<file path="config.mk">
export PLATFORM = sky130hd
export DESIGN_NAME = cabd_core
export DESIGN_NICKNAME = d
export VERILOG_FILES = /design/src/rtl/cabd_alu.v /design/src/rtl/cabd_core.v
export VERILOG_INCLUDE_DIRS = /design/src /design/src/include
export SDC_FILE = /design/constraint.sdc
export NUM_CORES = 1
export LEC_CHECK = 0
export ABC_AREA = 1
export BUFFER_PORTS_ARGS = -buffer_cell sky130_fd_sc_hd__buf_2
export CAP_MARGIN = 40
export CORE_MARGIN = 2
export CORE_UTILIZATION = 45
export CTS_CLUSTER_DIAMETER = 80
export DETAILED_ROUTE_END_ITERATION = 12
export PLACE_DENSITY = 0.72
export RECOVER_POWER = 50
export SLEW_MARGIN = 0
export SYNTH_ARGS = -nofsm -noshare
export SYNTH_HDL_FRONTEND = slang
export SYNTH_SLANG_ARGS = --single-unit
</file>
<file path="constraint.sdc">
create_clock -name clk_in -period 5.8 [get_ports clk_in]
set_input_delay 1.16 -clock clk_in [delete_from_list [all_inputs] [get_ports clk_in]]
set_output_delay 1.16 -clock clk_in [all_outputs]
set_load 0.03 [all_outputs]
</file>
<file path="src/include/cabd_map.vh">
// constants for the alu and branch decode core
`ifndef CABD_MAP_VH
`define CABD_MAP_VH

`define CABD_RST_PC        16'h0000
`define CABD_RST_SP        16'h0100
`define CABD_RST_CCR       8'h00
`define CABD_VEC_BASE      16'hFFC0
`define CABD_BANK_BASE     16'h0100

`define CABD_CCR_C         0
`define CABD_CCR_V         1
`define CABD_CCR_Z         2
`define CABD_CCR_N         3
`define CABD_CCR_H         4

`define CABD_ALU_AND       4'h0
`define CABD_ALU_OR        4'h1
`define CABD_ALU_XOR       4'h2
`define CABD_ALU_AND_WORD      4'h4
`define CABD_ALU_ORW       4'h5
`define CABD_ALU_EXCLUSIVE_OR_WORD      4'h6
`define CABD_ALU_SUB       4'h8
`define CABD_ALU_DFA       4'h9
`define CABD_ALU_DFS       4'hA

`define CABD_OP_DFA        8'h84
`define CABD_OP_DFS        8'h94
`define CABD_OP_INCREMENT_WORD_SP    8'hC1
`define CABD_OP_DECREMENT_WORD_SP    8'hD1
`define CABD_OP_JMP_ACC    8'hE0
`define CABD_OP_JMP_EXT    8'h21
`define CABD_OP_CALL_EXT   8'h31
`define CABD_OP_SWAP_PC    8'hF4
`define CABD_OP_RET        8'h20
`define CABD_OP_RETURN_FROM_IRQ       8'h30

`define CABD_CYC_NOP       3'h1
`define CABD_CYC_SHORT     3'h2
`define CABD_CYC_3         3'h3
`define CABD_CYC_4         3'h4
`define CABD_CYC_5         3'h5
`define CABD_CYC_6         3'h6

`endif

</file>
<file path="src/rtl/cabd_alu.v">
// byte and word logic, compare subtraction and decimal fix unit
`timescale 1ns/100ps
`include "cabd_map.vh"
module cabd_alu (
  input  wire [3:0]  sel_in,
  input  wire [15:0] a_in,
  input  wire [15:0] b_in,
  input  wire        carry_in,
  input  wire        half_in,
  output reg  [15:0] res_out,
  output reg         n_out,
  output reg         z_out,
  output reg         v_out,
  output reg         c_out
);
  reg [8:0] diff;
  reg [8:0] sum;
  reg [7:0] adj;
  reg       big;

  always @* begin
    diff    = {1'b0, a_in[7:0]} - {1'b0, b_in[7:0]};
    big     = (a_in[7:0] > 8'h99);
    adj     = 8'h00;
    sum     = 9'h000;
    res_out = 16'h0000;
    v_out   = 1'b0;
    c_out   = carry_in;
    case (sel_in)
      `CABD_ALU_AND: res_out = {8'h00, a_in[7:0] & b_in[7:0]};
      `CABD_ALU_OR: res_out = {8'h00, a_in[7:0] | b_in[7:0]};
      `CABD_ALU_XOR: res_out = {8'h00, a_in[7:0] ^ b_in[7:0]};
      `CABD_ALU_AND_WORD: res_out = a_in & b_in;
      `CABD_ALU_ORW: res_out = a_in | b_in;
      `CABD_ALU_EXCLUSIVE_OR_WORD: res_out = a_in ^ b_in;
      `CABD_ALU_SUB: begin
        res_out = {8'h00, diff[7:0]};
        c_out   = diff[8];
        v_out   = (a_in[7] ^ b_in[7]) & (a_in[7] ^ diff[7]);
      end
      `CABD_ALU_DFA: begin
        adj[7:4] = (carry_in || big) ? 4'h6 : 4'h0;
        adj[3:0] = (half_in || a_in[3:0] > 4'h9) ? 4'h6 : 4'h0;
        sum      = {1'b0, a_in[7:0]} + {1'b0, adj};
        res_out  = {8'h00, sum[7:0]};
        c_out    = carry_in | big;
        v_out    = ~a_in[7] & sum[7];
      end
      `CABD_ALU_DFS: begin
        adj[7:4] = carry_in ? 4'h6 : 4'h0;
        adj[3:0] = half_in ? 4'h6 : 4'h0;
        sum      = {1'b0, a_in[7:0]} - {1'b0, adj};
        res_out  = {8'h00, sum[7:0]};
        v_out    = a_in[7] & ~sum[7];
      end
      default: res_out = 16'h0000;
    endcase
    if (sel_in[2]) begin
      n_out = res_out[15];
      z_out = (res_out == 16'h0000);
    end else begin
      n_out = res_out[7];
      z_out = (res_out[7:0] == 8'h00);
    end
  end
endmodule

</file>
<file path="src/rtl/cabd_core.v">
// alu, compare, branch and call decode/execute core
// What this block does
// - byte load to accumulator copies only low byte
// - operand bytes follow assembler operand order
// - byte and with temp, imm or memory
// - byte or, bank forms at 78 to 7F
// - byte xor, bank forms at 58 to 5F
// - word logic on full accumulator and temp
// - compare immediate sets flags, stores nothing
// - decimal fix after add or subtract
// - stack pointer step, flags untouched
// - branch on zero flag set or clear
// - branch on carry flag set or clear
// - branch on sign flag, flags unchanged
// - signed branches test v xor n
// - bit test branch on direct byte bit
// - absolute jump and jump through accumulator
// - vector call through eight entry table
// - absolute call saves return address
// - swap accumulator with program counter plus one
// - return pops program counter, flags kept
// - interrupt return restores flags and counter
// - relative displacement is signed eight bits
// - vector number is three opcode bits
// - only marked flags change per instruction
`timescale 1ns/100ps
`include "cabd_map.vh"
module cabd_core (
  input  wire        clk_in,
  input  wire        rst_b_in,
  output wire [15:0] prog_addr_out,
  input  wire [23:0] prog_code_in,
  output reg  [15:0] dm_addr_out,
  output reg         dm_rd_out,
  output reg         dm_wr_out,
  output reg  [7:0]  dm_wdata_out,
  input  wire [7:0]  dm_rdata_in,
  input  wire [4:0]  bank_ptr_in,
  input  wire [15:0] index_register_in,
  input  wire [15:0] extra_pointer_in,
  output wire [15:0] acc_out,
  output wire [15:0] temp_out,
  output wire [15:0] program_counter_out,
  output wire [15:0] stack_pointer_out,
  output wire [7:0]  ccr_out,
  output wire        instr_done_out
);
  localparam C_NOP  = 4'h0;
  localparam C_MOVB = 4'h1;
  localparam C_LOGB = 4'h2;
  localparam C_LOGW = 4'h3;
  localparam C_CMPI = 4'h4;
  localparam C_DEC  = 4'h5;
  localparam C_SPW  = 4'h6;
  localparam C_BR   = 4'h7;
  localparam C_BB   = 4'h8;
  localparam C_JMPA = 4'h9;
  localparam C_JMP  = 4'hA;
  localparam C_CALL = 4'hB;
  localparam C_XPC  = 4'hC;
  localparam C_RET  = 4'hD;
  localparam C_RETURN_FROM_IRQ = 4'hE;

  reg  [15:0] acc_reg;
  reg  [15:0] acc_next;
  reg  [15:0] temp_reg;
  reg  [15:0] temp_next;
  reg  [15:0] pc_reg;
  reg  [15:0] pc_next;
  reg  [15:0] sp_reg;
  reg  [15:0] sp_next;
  reg  [7:0]  ccr_reg;
  reg  [7:0]  ccr_next;
  reg  [2:0]  cyc_reg;
  reg         rd_prev_reg;
  reg  [7:0]  dat_reg [0:3];

  reg  [3:0]  cls;
  reg  [2:0]  len;
  reg  [1:0]  nbytes;
  reg  [2:0]  rd_n;
  reg  [2:0]  wr_n;
  reg  [15:0] rd_base;
  reg  [15:0] opnd_addr;
  reg  [7:0]  opnd_byte;
  reg  [3:0]  alu_sel;
  reg         take;
  reg  [2:0]  wcyc;

  wire [7:0]  opc = prog_code_in[23:16];
  wire [7:0]  b1  = prog_code_in[15:8];
  wire [7:0]  b2  = prog_code_in[7:0];
  wire        last = (cyc_reg == len - 3'h1);
  wire [15:0] ret_addr = pc_reg + {14'h0000, nbytes};
  wire [15:0] rel1 = {{8{b1[7]}}, b1};
  wire [15:0] rel2 = {{8{b2[7]}}, b2};
  wire [15:0] alu_res;
  wire        alu_n;
  wire        alu_z;
  wire        alu_v;
  wire        alu_c;
  wire        bit_sel = dat_reg[0][opc[2:0]];
  // only the @ep and bank forms carry the immediate as first operand byte
  wire [7:0]  cmp_imm = (opc[3] | (opc[1] & opc[0])) ? b1 : b2;

  // the program port returns three bytes at pc, so operands are at hand
  assign prog_addr_out       = pc_reg;
  assign acc_out             = acc_reg;
  assign temp_out            = temp_reg;
  assign program_counter_out = pc_reg;
  assign stack_pointer_out   = sp_reg;
  assign ccr_out             = ccr_reg;
  assign instr_done_out      = last;

  // operand address by low opcode nibble; first operand byte comes first
  always @* begin
    case (opc[3:0])
      4'h5: opnd_addr = {8'h00, b1};
      4'h6: opnd_addr = index_register_in + rel1;
      4'h7: opnd_addr = extra_pointer_in;
      default: opnd_addr = `CABD_BANK_BASE + {8'h00, bank_ptr_in, opc[2:0]};
    endcase
  end

  always @* begin
    cls     = C_NOP;
    len     = `CABD_CYC_NOP;
    nbytes  = 2'h1;
    rd_n    = 3'h0;
    wr_n    = 3'h0;
    rd_base = opnd_addr;
    alu_sel = `CABD_ALU_SUB;
    casez (opc)
      8'h0?, 8'h5?, 8'h6?, 8'h7?: begin
        if (opc[3:0] == 4'h3 && opc[7:4] != 4'h0) begin
          cls = C_LOGW;
          len = `CABD_CYC_3;
        end else if (opc[3:2] != 2'b00 ||
                     (opc[3:0] == 4'h2 && opc[7:4] != 4'h0)) begin
          cls = (opc[7:4] == 4'h0) ? C_MOVB : C_LOGB;
          case (opc[3:0])
            4'h2: len = `CABD_CYC_SHORT;
            4'h4: begin
              len    = `CABD_CYC_SHORT;
              nbytes = 2'h2;
            end
            4'h5: begin
              len    = `CABD_CYC_3;
              nbytes = 2'h2;
              rd_n   = 3'h1;
            end
            4'h6: begin
              len    = `CABD_CYC_4;
              nbytes = 2'h2;
              rd_n   = 3'h1;
            end
            default: begin
              len  = `CABD_CYC_3;
              rd_n = 3'h1;
            end
          endcase
        end
        case (opc[7:4])
          4'h6: alu_sel = (opc[3:0] == 4'h3) ? `CABD_ALU_AND_WORD : `CABD_ALU_AND;
          4'h7: alu_sel = (opc[3:0] == 4'h3) ? `CABD_ALU_ORW : `CABD_ALU_OR;
          default: alu_sel = (opc[3:0] == 4'h3) ? `CABD_ALU_EXCLUSIVE_OR_WORD :
                                                  `CABD_ALU_XOR;
        endcase
      end
      `CABD_OP_DFA, `CABD_OP_DFS: begin
        cls     = C_DEC;
        len     = `CABD_CYC_SHORT;
        alu_sel = opc[4] ? `CABD_ALU_DFS : `CABD_ALU_DFA;
      end
      8'h9?: begin
        if (opc[3] || opc[3:0] > 4'h4) begin
          cls    = C_CMPI;
          rd_n   = 3'h1;
          len    = (opc[3] | (opc[1] & opc[0])) ? `CABD_CYC_4 : `CABD_CYC_5;
          nbytes = (opc[3] | (opc[1] & opc[0])) ? 2'h2 : 2'h3;
        end
      end
      `CABD_OP_INCREMENT_WORD_SP, `CABD_OP_DECREMENT_WORD_SP: begin
        cls = C_SPW;
        len = `CABD_CYC_3;
      end
      8'b1111_1???: begin
        cls    = C_BR;
        len    = `CABD_CYC_3;
        nbytes = 2'h2;
      end
      8'hB?: begin
        cls     = C_BB;
        len     = `CABD_CYC_5;
        nbytes  = 2'h3;
        rd_n    = 3'h1;
        rd_base = {8'h00, b1};
      end
      `CABD_OP_JMP_ACC: begin
        cls = C_JMPA;
        len = `CABD_CYC_SHORT;
      end
      `CABD_OP_JMP_EXT: begin
        cls    = C_JMP;
        len    = `CABD_CYC_3;
        nbytes = 2'h3;
      end
      8'b1110_1???: begin
        cls     = C_CALL;
        len     = `CABD_CYC_6;
        rd_n    = 3'h2;
        wr_n    = 3'h2;
        rd_base = `CABD_VEC_BASE + {12'h000, opc[2:0], 1'b0};
      end
      `CABD_OP_CALL_EXT: begin
        cls    = C_CALL;
        len    = `CABD_CYC_6;
        nbytes = 2'h3;
        wr_n   = 3'h2;
      end
      `CABD_OP_SWAP_PC: begin
        cls = C_XPC;
        len = `CABD_CYC_3;
      end
      `CABD_OP_RET: begin
        cls     = C_RET;
        len     = `CABD_CYC_4;
        rd_n    = 3'h2;
        rd_base = sp_reg;
      end
      `CABD_OP_RETURN_FROM_IRQ: begin
        cls     = C_RETURN_FROM_IRQ;
        len     = `CABD_CYC_6;
        rd_n    = 3'h4;
        rd_base = sp_reg;
      end
      default: cls = C_NOP;
    endcase
  end

  // reads come first, then return-address writes, one access per cycle
  always @* begin
    wcyc         = cyc_reg - rd_n;
    dm_rd_out    = 1'b0;
    dm_wr_out    = 1'b0;
    dm_addr_out  = 16'h0000;
    dm_wdata_out = 8'h00;
    if (cyc_reg < rd_n) begin
      dm_rd_out   = 1'b1;
      dm_addr_out = rd_base + {13'h0000, cyc_reg};
    end else if (wcyc < wr_n) begin
      dm_wr_out    = 1'b1;
      dm_addr_out  = sp_reg - 16'h0002 + {13'h0000, wcyc};
      dm_wdata_out = (wcyc == 3'h0) ? ret_addr[15:8] : ret_addr[7:0];
    end
  end

  always @* begin
    case (cls)
      C_LOGB, C_MOVB: begin
        case (opc[3:0])
          4'h2: opnd_byte = temp_reg[7:0];
          4'h4: opnd_byte = b1;
          default: opnd_byte = dat_reg[0];
        endcase
      end
      default: opnd_byte = cmp_imm;
    endcase
  end

  cabd_alu u_alu (
    .sel_in   (alu_sel),
    .a_in     ((cls == C_LOGW || cls == C_DEC) ? acc_reg :
               (cls == C_CMPI) ? {8'h00, dat_reg[0]} :
               {8'h00, acc_reg[7:0]}),
    .b_in     ((cls == C_LOGW) ? temp_reg : {8'h00, opnd_byte}),
    .carry_in (ccr_reg[`CABD_CCR_C]),
    .half_in  (ccr_reg[`CABD_CCR_H]),
    .res_out  (alu_res),
    .n_out    (alu_n),
    .z_out    (alu_z),
    .v_out    (alu_v),
    .c_out    (alu_c)
  );

  always @* begin
    case (opc[2:1])
      2'h0: take = ccr_reg[`CABD_CCR_C];
      2'h1: take = ccr_reg[`CABD_CCR_N];
      2'h2: take = ccr_reg[`CABD_CCR_Z];
      default: take = ccr_reg[`CABD_CCR_V] ^ ccr_reg[`CABD_CCR_N];
    endcase
    take = take ^ ~opc[0];
  end

  // flags not touched by a class keep their value
  always @* begin
    acc_next  = acc_reg;
    temp_next = temp_reg;
    pc_next   = pc_reg;
    sp_next   = sp_reg;
    ccr_next  = ccr_reg;
    if (last) begin
      pc_next = ret_addr;
      case (cls)
        C_MOVB: begin
          temp_next = {temp_reg[15:8], acc_reg[7:0]};
          acc_next  = {acc_reg[15:8], opnd_byte};
          ccr_next[`CABD_CCR_N] = opnd_byte[7];
          ccr_next[`CABD_CCR_Z] = (opnd_byte == 8'h00);
        end
        C_LOGB, C_LOGW: begin
          acc_next = (cls == C_LOGW) ? alu_res :
                     {acc_reg[15:8], alu_res[7:0]};
          ccr_next[`CABD_CCR_N] = alu_n;
          ccr_next[`CABD_CCR_Z] = alu_z;
          ccr_next[`CABD_CCR_V] = 1'b0;
        end
        C_CMPI, C_DEC: begin
          if (cls == C_DEC)
            acc_next = {acc_reg[15:8], alu_res[7:0]};
          ccr_next[`CABD_CCR_N] = alu_n;
          ccr_next[`CABD_CCR_Z] = alu_z;
          ccr_next[`CABD_CCR_V] = alu_v;
          ccr_next[`CABD_CCR_C] = alu_c;
        end
        C_SPW: sp_next = opc[4] ? sp_reg - 16'h0001 : sp_reg + 16'h0001;
        C_BR: begin
          if (take)
            pc_next = ret_addr + rel1;
        end
        C_BB: begin
          ccr_next[`CABD_CCR_Z] = ~bit_sel;
          if (bit_sel == opc[3])
            pc_next = ret_addr + rel2;
        end
        C_JMPA: pc_next = acc_reg;
        C_JMP: pc_next = {b1, b2};
        C_CALL: begin
          sp_next = sp_reg - 16'h0002;
          pc_next = opc[6] ? {dat_reg[0], dat_reg[1]} : {b1, b2};
        end
        C_XPC: begin
          pc_next  = acc_reg;
          acc_next = pc_reg + 16'h0001;
        end
        C_RET: begin
          pc_next = {dat_reg[0], dat_reg[1]};
          sp_next = sp_reg + 16'h0002;
        end
        C_RETURN_FROM_IRQ: begin
          ccr_next = dat_reg[1];
          pc_next  = {dat_reg[2], dat_reg[3]};
          sp_next  = sp_reg + 16'h0004;
        end
        default: pc_next = ret_addr;
      endcase
    end
  end

  always @(posedge clk_in) begin
    if (!rst_b_in) begin
      acc_reg     <= 16'h0000;
      temp_reg    <= 16'h0000;
      pc_reg      <= `CABD_RST_PC;
      sp_reg      <= `CABD_RST_SP;
      ccr_reg     <= `CABD_RST_CCR;
      cyc_reg     <= 3'h0;
      rd_prev_reg <= 1'b0;
    end else begin
      acc_reg     <= acc_next;
      temp_reg    <= temp_next;
      pc_reg      <= pc_next;
      sp_reg      <= sp_next;
      ccr_reg     <= ccr_next;
      cyc_reg     <= last ? 3'h0 : cyc_reg + 3'h1;
      rd_prev_reg <= dm_rd_out & ~last;
    end
  end

  // read data arrives one cycle after the address; slot = read index
  genvar g;
  generate
    for (g = 0; g < 4; g = g + 1) begin : g_dat
      always @(posedge clk_in) begin
        if (!rst_b_in)
          dat_reg[g] <= 8'h00;
        else if (rd_prev_reg && cyc_reg == g + 1)
          dat_reg[g] <= dm_rdata_in;
      end
    end
  endgenerate
endmodule

</file>
Word level (Yosys, flattened, before mapping)
Memories as Yosys holds them, arrays and structs flattened. Cells that the tools add are included.

Flip-flop bits (word level): 68. Bits in writable memories: 32. Bits of input ports: 71. Output and inout port bits: 115. Word-level logic and storage cells: 271. Memories kept: 1.

Add/sub/neg operators: 20. Order comparisons: 6. Eq/ne operators: 56. Mux-type cells: 93. Bitwise logic cells: 29. Reductions and logical operators: 54.

Memory list: dat_reg (depth 4, width 8, read ports 4, clocked after Yosys merged registers in 0, write ports 4, line cabd_core.v:76) `reg [7:0] dat_reg [0:3];`.

Operators with widths (number): two-way mux 16 bit (9); case mux 16 bit (9 select lines) (1); case mux 16 bit (4 select lines) (2); case mux 16 bit (7 select lines) (1); two-way mux 8 bit (12); case mux 16 bit (3 select lines) (2); == test 4 x 3 -> 1 bit, second input constant (14); adder 16 bit (3); == test 4 bit, second input constant (12); == test 8 bit, second input constant (6); case mux 4 bit (10 select lines) (1); two-way mux 3 bit (11); adder 16 x 1 -> 16 bit, second input constant (2); adder 16 x 3 -> 16 bit (2); == test 8 x 6 -> 1 bit, second input constant (4); two-way mux 1 bit (25); case mux 3 bit (2 select lines) (4); OR reduction 2 bit (11); == test 4 x 2 -> 1 bit, second input constant (5); two-way mux 2 bit (10); case mux 3 bit (6 select lines) (1); adder 16 x 2 -> 16 bit (1); adder 16 x 2 -> 16 bit, second input constant (1); adder 16 x 3 -> 16 bit, second input constant (1); other kinds (62) (117).

Longest topological paths before layout
Depth in word-level cells: 17. Gate-level depth with buffers: 38. Gate-level depth less buffers: 37.

By module
Synthesis repeated with hierarchy kept, for this count alone.

Cells, all modules: 2627. Area total of the unflattened synthesis: 15546.2 um2.

Modules (own cells, without submodules): cabd_core (times used 1, cells each 2249, area an instance 13436.6 um2, seq. area each 2322.2 um2); cabd_alu (times used 1, cells each 378, area an instance 2109.5 um2, seq. area each 0.0 um2).

Worst setup path after synthesis
OpenSTA, ideal clock, no wires.

Kind: input-to-output. Start: input prog_code_in[20]. End: output dm_addr_out[13]. Arrival time: 5.240 ns. Path slack: -0.600 ns. Cell stages on the path: 32. Path buffers: 1. Path through: buf_2 > nor2_2 > nor2_1 > nor2_2 > nand2_2 > nor2_1 > inv_2 > nor2_1 > a21oi_1 > ha_1 > fa_1 > xor2_1 > inv_1 > ha_1 > a21oi_1 > inv_1 > a31oi_1 > nor2_1 > nand2_1 > nor2_1 > inv_1 > nor2_1 > inv_1 > nor2_1 > inv_1 > nor2_1 > inv_1 > nor2_1 > nand2_1 > nor2_1 > nor2_1 > o21ai_0.

Longest elaborated chain between the ends: 10. Elaborated cells between the ends (all ways): 37. Those cells by class: add/sub (3); order compare (2); eq/ne (11); mux (10); reduce/logical (11).

RTL lines: start: declaration (line cabd_core.v:32) `input wire [23:0] prog_code_in,`; parallel branches: the longest is 9 deep, another holds adder 16 x 3 -> 16 bit; two-way mux 16 bit (*) (line cabd_core.v:248) `if (cyc_reg < rd_n) begin`; end: declaration (line cabd_core.v:33) `output reg [15:0] dm_addr_out,`.

Every way passes the cells marked *.

Worst setup path after layout
Start: input prog_code_in[20]. End: output dm_addr_out[14].

Same word-level chain as after synthesis.

==> metrics.yaml <==
run_status:
  outcome: "complete, but fails checks"
  violations: "capacitance limit, slew limit, setup timing"
global_route:
  grtUsageMet3: 0.0765
  grt_max_degree: 47
  grtUsageMet2: 0.561
  overflow: 0
  antenna_found_initial: 1
  grt_pass1_vias: 16115
  grt_use_met1: 0.548
  busiest_layer: "met2"
  grtUsageTotal: 0.380
  grt_pass1_wl_mm: 92.9
synth:
  yosysMostFrequentCell: "nand2_1"
  synth-async-reset-ratio: 0
  synth_edf_count: 32
  avgSynthCellArea_sq_um: 6.25
  synth.top_cells.by_count: "nand2_1, inv_1, nor2_1, o21ai_0, a21oi_1"
  yosysTopAreaCell: "nand2_1"
  synthFlopType: "dfxtp_1"
  syn_area_sq_um: 13800
  syn_inst: 2207
  ys_types: 68
  yosysTopAreaCellShare: 0.118
  ys_warn_count: 0
  synth_area_leaders: "nand2_1, ha_1, dfxtp_1, inv_1, edfxtp_1"
  synth_seq_cells: 100
  yosysSeqAreaShare: 0.168
clocking:
  hold_buffers: 0
  cts_root_buffer: "clkbuf_16"
  cts.sinks: 100
  numCtsBuffers: 9
  clk_latency_ps: 380
  htree_levels: 3
  ctsLongestPathBuffers: 2
  clk_pin_slew_worst_paths_ps: 80
  cts_tree: "yes"
critical_path:
  critPathMostFrequentCell: "buf_6"
  endpoint_kind: "output pin"
  arrival_ps: 5260
  cp_slowest_cell: "fa_2"
  critPathMaxStageDelay_ps: 330
  required_ps: 4640
  critical_path_peak_fanout: 4
  critPathKind: "input port to output pin"
  cp-start-kind: "input port"
timing:
  slew_headroom: -0.548
  setup_violations: 10
  fin_worst_skew_ps: 19.6
  fmax_ghz: 0.156
  fin_ws_ps: -620
  slew_viol_final: 47
  min_period_over_period: 1.11
  tightestPinTransition_ps: 2320
  hold_ws_ps: 511
  min_period_ps: 6420
  rsz0062_at_grt: "true"
  hold_violations: 0
routing:
  drc_errors: 0
  wl_per_cell_um: 20.8
  vias: 17759
  dr.pass1.iters: 6
  via_per_inst: 5.90
  drtAntennaViolNets: 0
  finalWirelength_mm: 62.7
  drtIter0Drc: 2248
pwr:
  power.leakage_nw: 8.59
  pwr-share-seq: 0.235
  clkPwrFrac: 0.177
  intPower_mw: 1.95
  power_frac_comb: 0.589
  p_per_area_nw_per_um2: 211
  peakVddDrop_mv: 0.144
  switching_power_mw: 1.82
  total_power_mw: 3.77
  p_sw_frac: 0.482
place:
  place_worst_setup_slack_ps: -566
  place_hpwl_mm: 49.4
  routabilityCongestion: 1.02
  portBuffers: 177
min_path:
  holdCritPathClass: "flip-flop to flip-flop"
die:
  die_area_sq_um: 32100
  start_util: 0.454
  core_area_sq_um: 30300
  die_y_um: 179
  die_width_um: 179
  num_rows: 64
  ios: 186
finish:
  syn2layout_area_growth_pct: 29.6
  largest_reg_flops: 32
  fin_util: 0.589
  multi_input_area_sq_um: 10400
  seq_area_sq_um: 2320
  fin_nets: 2804
  fill_cells: 2984
  drive_gt1_frac: 0.243
flow_run:
  cap_violations: 1
-- repair_timing --
action                     in CTS  in global routing
resized for setup              51                131
setup endpoints to repair       8                 28
pin swaps                      33                 53
setup buffers                  51                 29
-- final cells by class --
| type | instances | area share |
|---|---|---|
| Antenna cell | 1 | 0.000140 |
| Clock buffer | 9 | 0.0126 |
| Clock inverter | 7 | 0.00511 |
| Inverter | 306 | 0.0662 |
| Multi-Input combinational cell | 1724 | 0.581 |
| Sequential cell | 100 | 0.130 |
| Tap cell | 396 | 0.0277 |
| Timing Repair Buffer | 466 | 0.178 |
-- cell families after synthesis --
logic type	after synthesis	share of synthesized area
adder cells (fa/ha/maj)	126	0.120
other	1	0.000272
XOR/XNOR	73	0.0464
AND/OR/NAND/NOR	918	0.290
buffers and inverters	390	0.117
AO/OA/AOI/OAI	599	0.258
flip-flops	100	0.168
-- power by group through the flow --
stage / combinational, mW / clock [mW] / sequential, mW
finish: 2.22 / 0.665 / 0.883
global route: 2.38 / 0.689 / 0.884
floorplan: 1.15 / 0 / 0.889
detailed placement: 1.88 / 0 / 0.888
global placement: 1.86 / 0 / 0.888
CTS: 1.97 / 0.662 / 0.872
-- routing by layer --
layer | routed length, um | up-vias
li1 | - | 8296
met1 | 26100 | 8224
met2 | 26400 | 1067
met3 | 7820 | 172
met4 | 2290 | 0
met5 | 0 | -
-- worst paths after layout --
path | cells past startpoint | end | start | slack (ps)
max | 34 | dm_addr_out[14] | prog_code_in[20] | -620
min | 1 | cyc_reg[0] | cyc_reg[0] | 510
max reg2reg | 19 | ccr_out[3] | dat_reg[0][1] | 1480
min reg2reg | 1 | cyc_reg[0] | cyc_reg[0] | 510
-- cell usage in the layout (no fill, tap or decap), types with 8 or more instances in the layout --
| cell | count |
|---|---|
| nor2_4 | 16 |
| o21ai_1 | 32 |
| nand3_2 | 8 |
| conb_1 | 8 |
| nand2_1 | 415 |
| inv_2 | 32 |
| o221ai_1 | 11 |
| nand3_1 | 118 |
| dfxtp_1 | 68 |
| a211oi_1 | 10 |
| a21oi_2 | 8 |
| buf_4 | 282 |
| o2111ai_1 | 12 |
| nor3_1 | 28 |
| o21ai_2 | 10 |
| o211ai_1 | 31 |
| buf_6 | 23 |
| clkbuf_16 | 9 |
| nand4_1 | 20 |
| buf_2 | 108 |
| nor2_2 | 28 |
| inv_1 | 266 |
| edfxtp_1 | 32 |
| clkbuf_1 | 49 |
| nand2_2 | 27 |
| o22ai_1 | 31 |
| or2_2 | 13 |
| a31oi_1 | 28 |
| nand2_4 | 10 |
| a21oi_1 | 174 |
| xor2_1 | 55 |
| xnor2_1 | 13 |
| nor2_1 | 210 |
| ha_1 | 110 |
| o21ai_0 | 165 |
| o31ai_1 | 10 |
-- worst max-delay path: cells and delay by family --
kind                       cells  cell delay (ps)
and+or+nand+nor               14             1750
buffers and inverters         14             1270
adders and majority gates      3              790
xor gates and xnor gates       1              150
AOI/OAI and AO/OA              2               90
-- through the flow --
step                      TNS (ps)  std cells  cell area [sq um]
after floorplan               -111       2214              13900
after global placement       -3060       2919              16400
after detailed placement     -3930       2920              16500
after CTS                     -354       2985              17300
after global routing         -6330       3008              17900
final                        -3900       3009              17900
(Power assumes the default switching activity.)
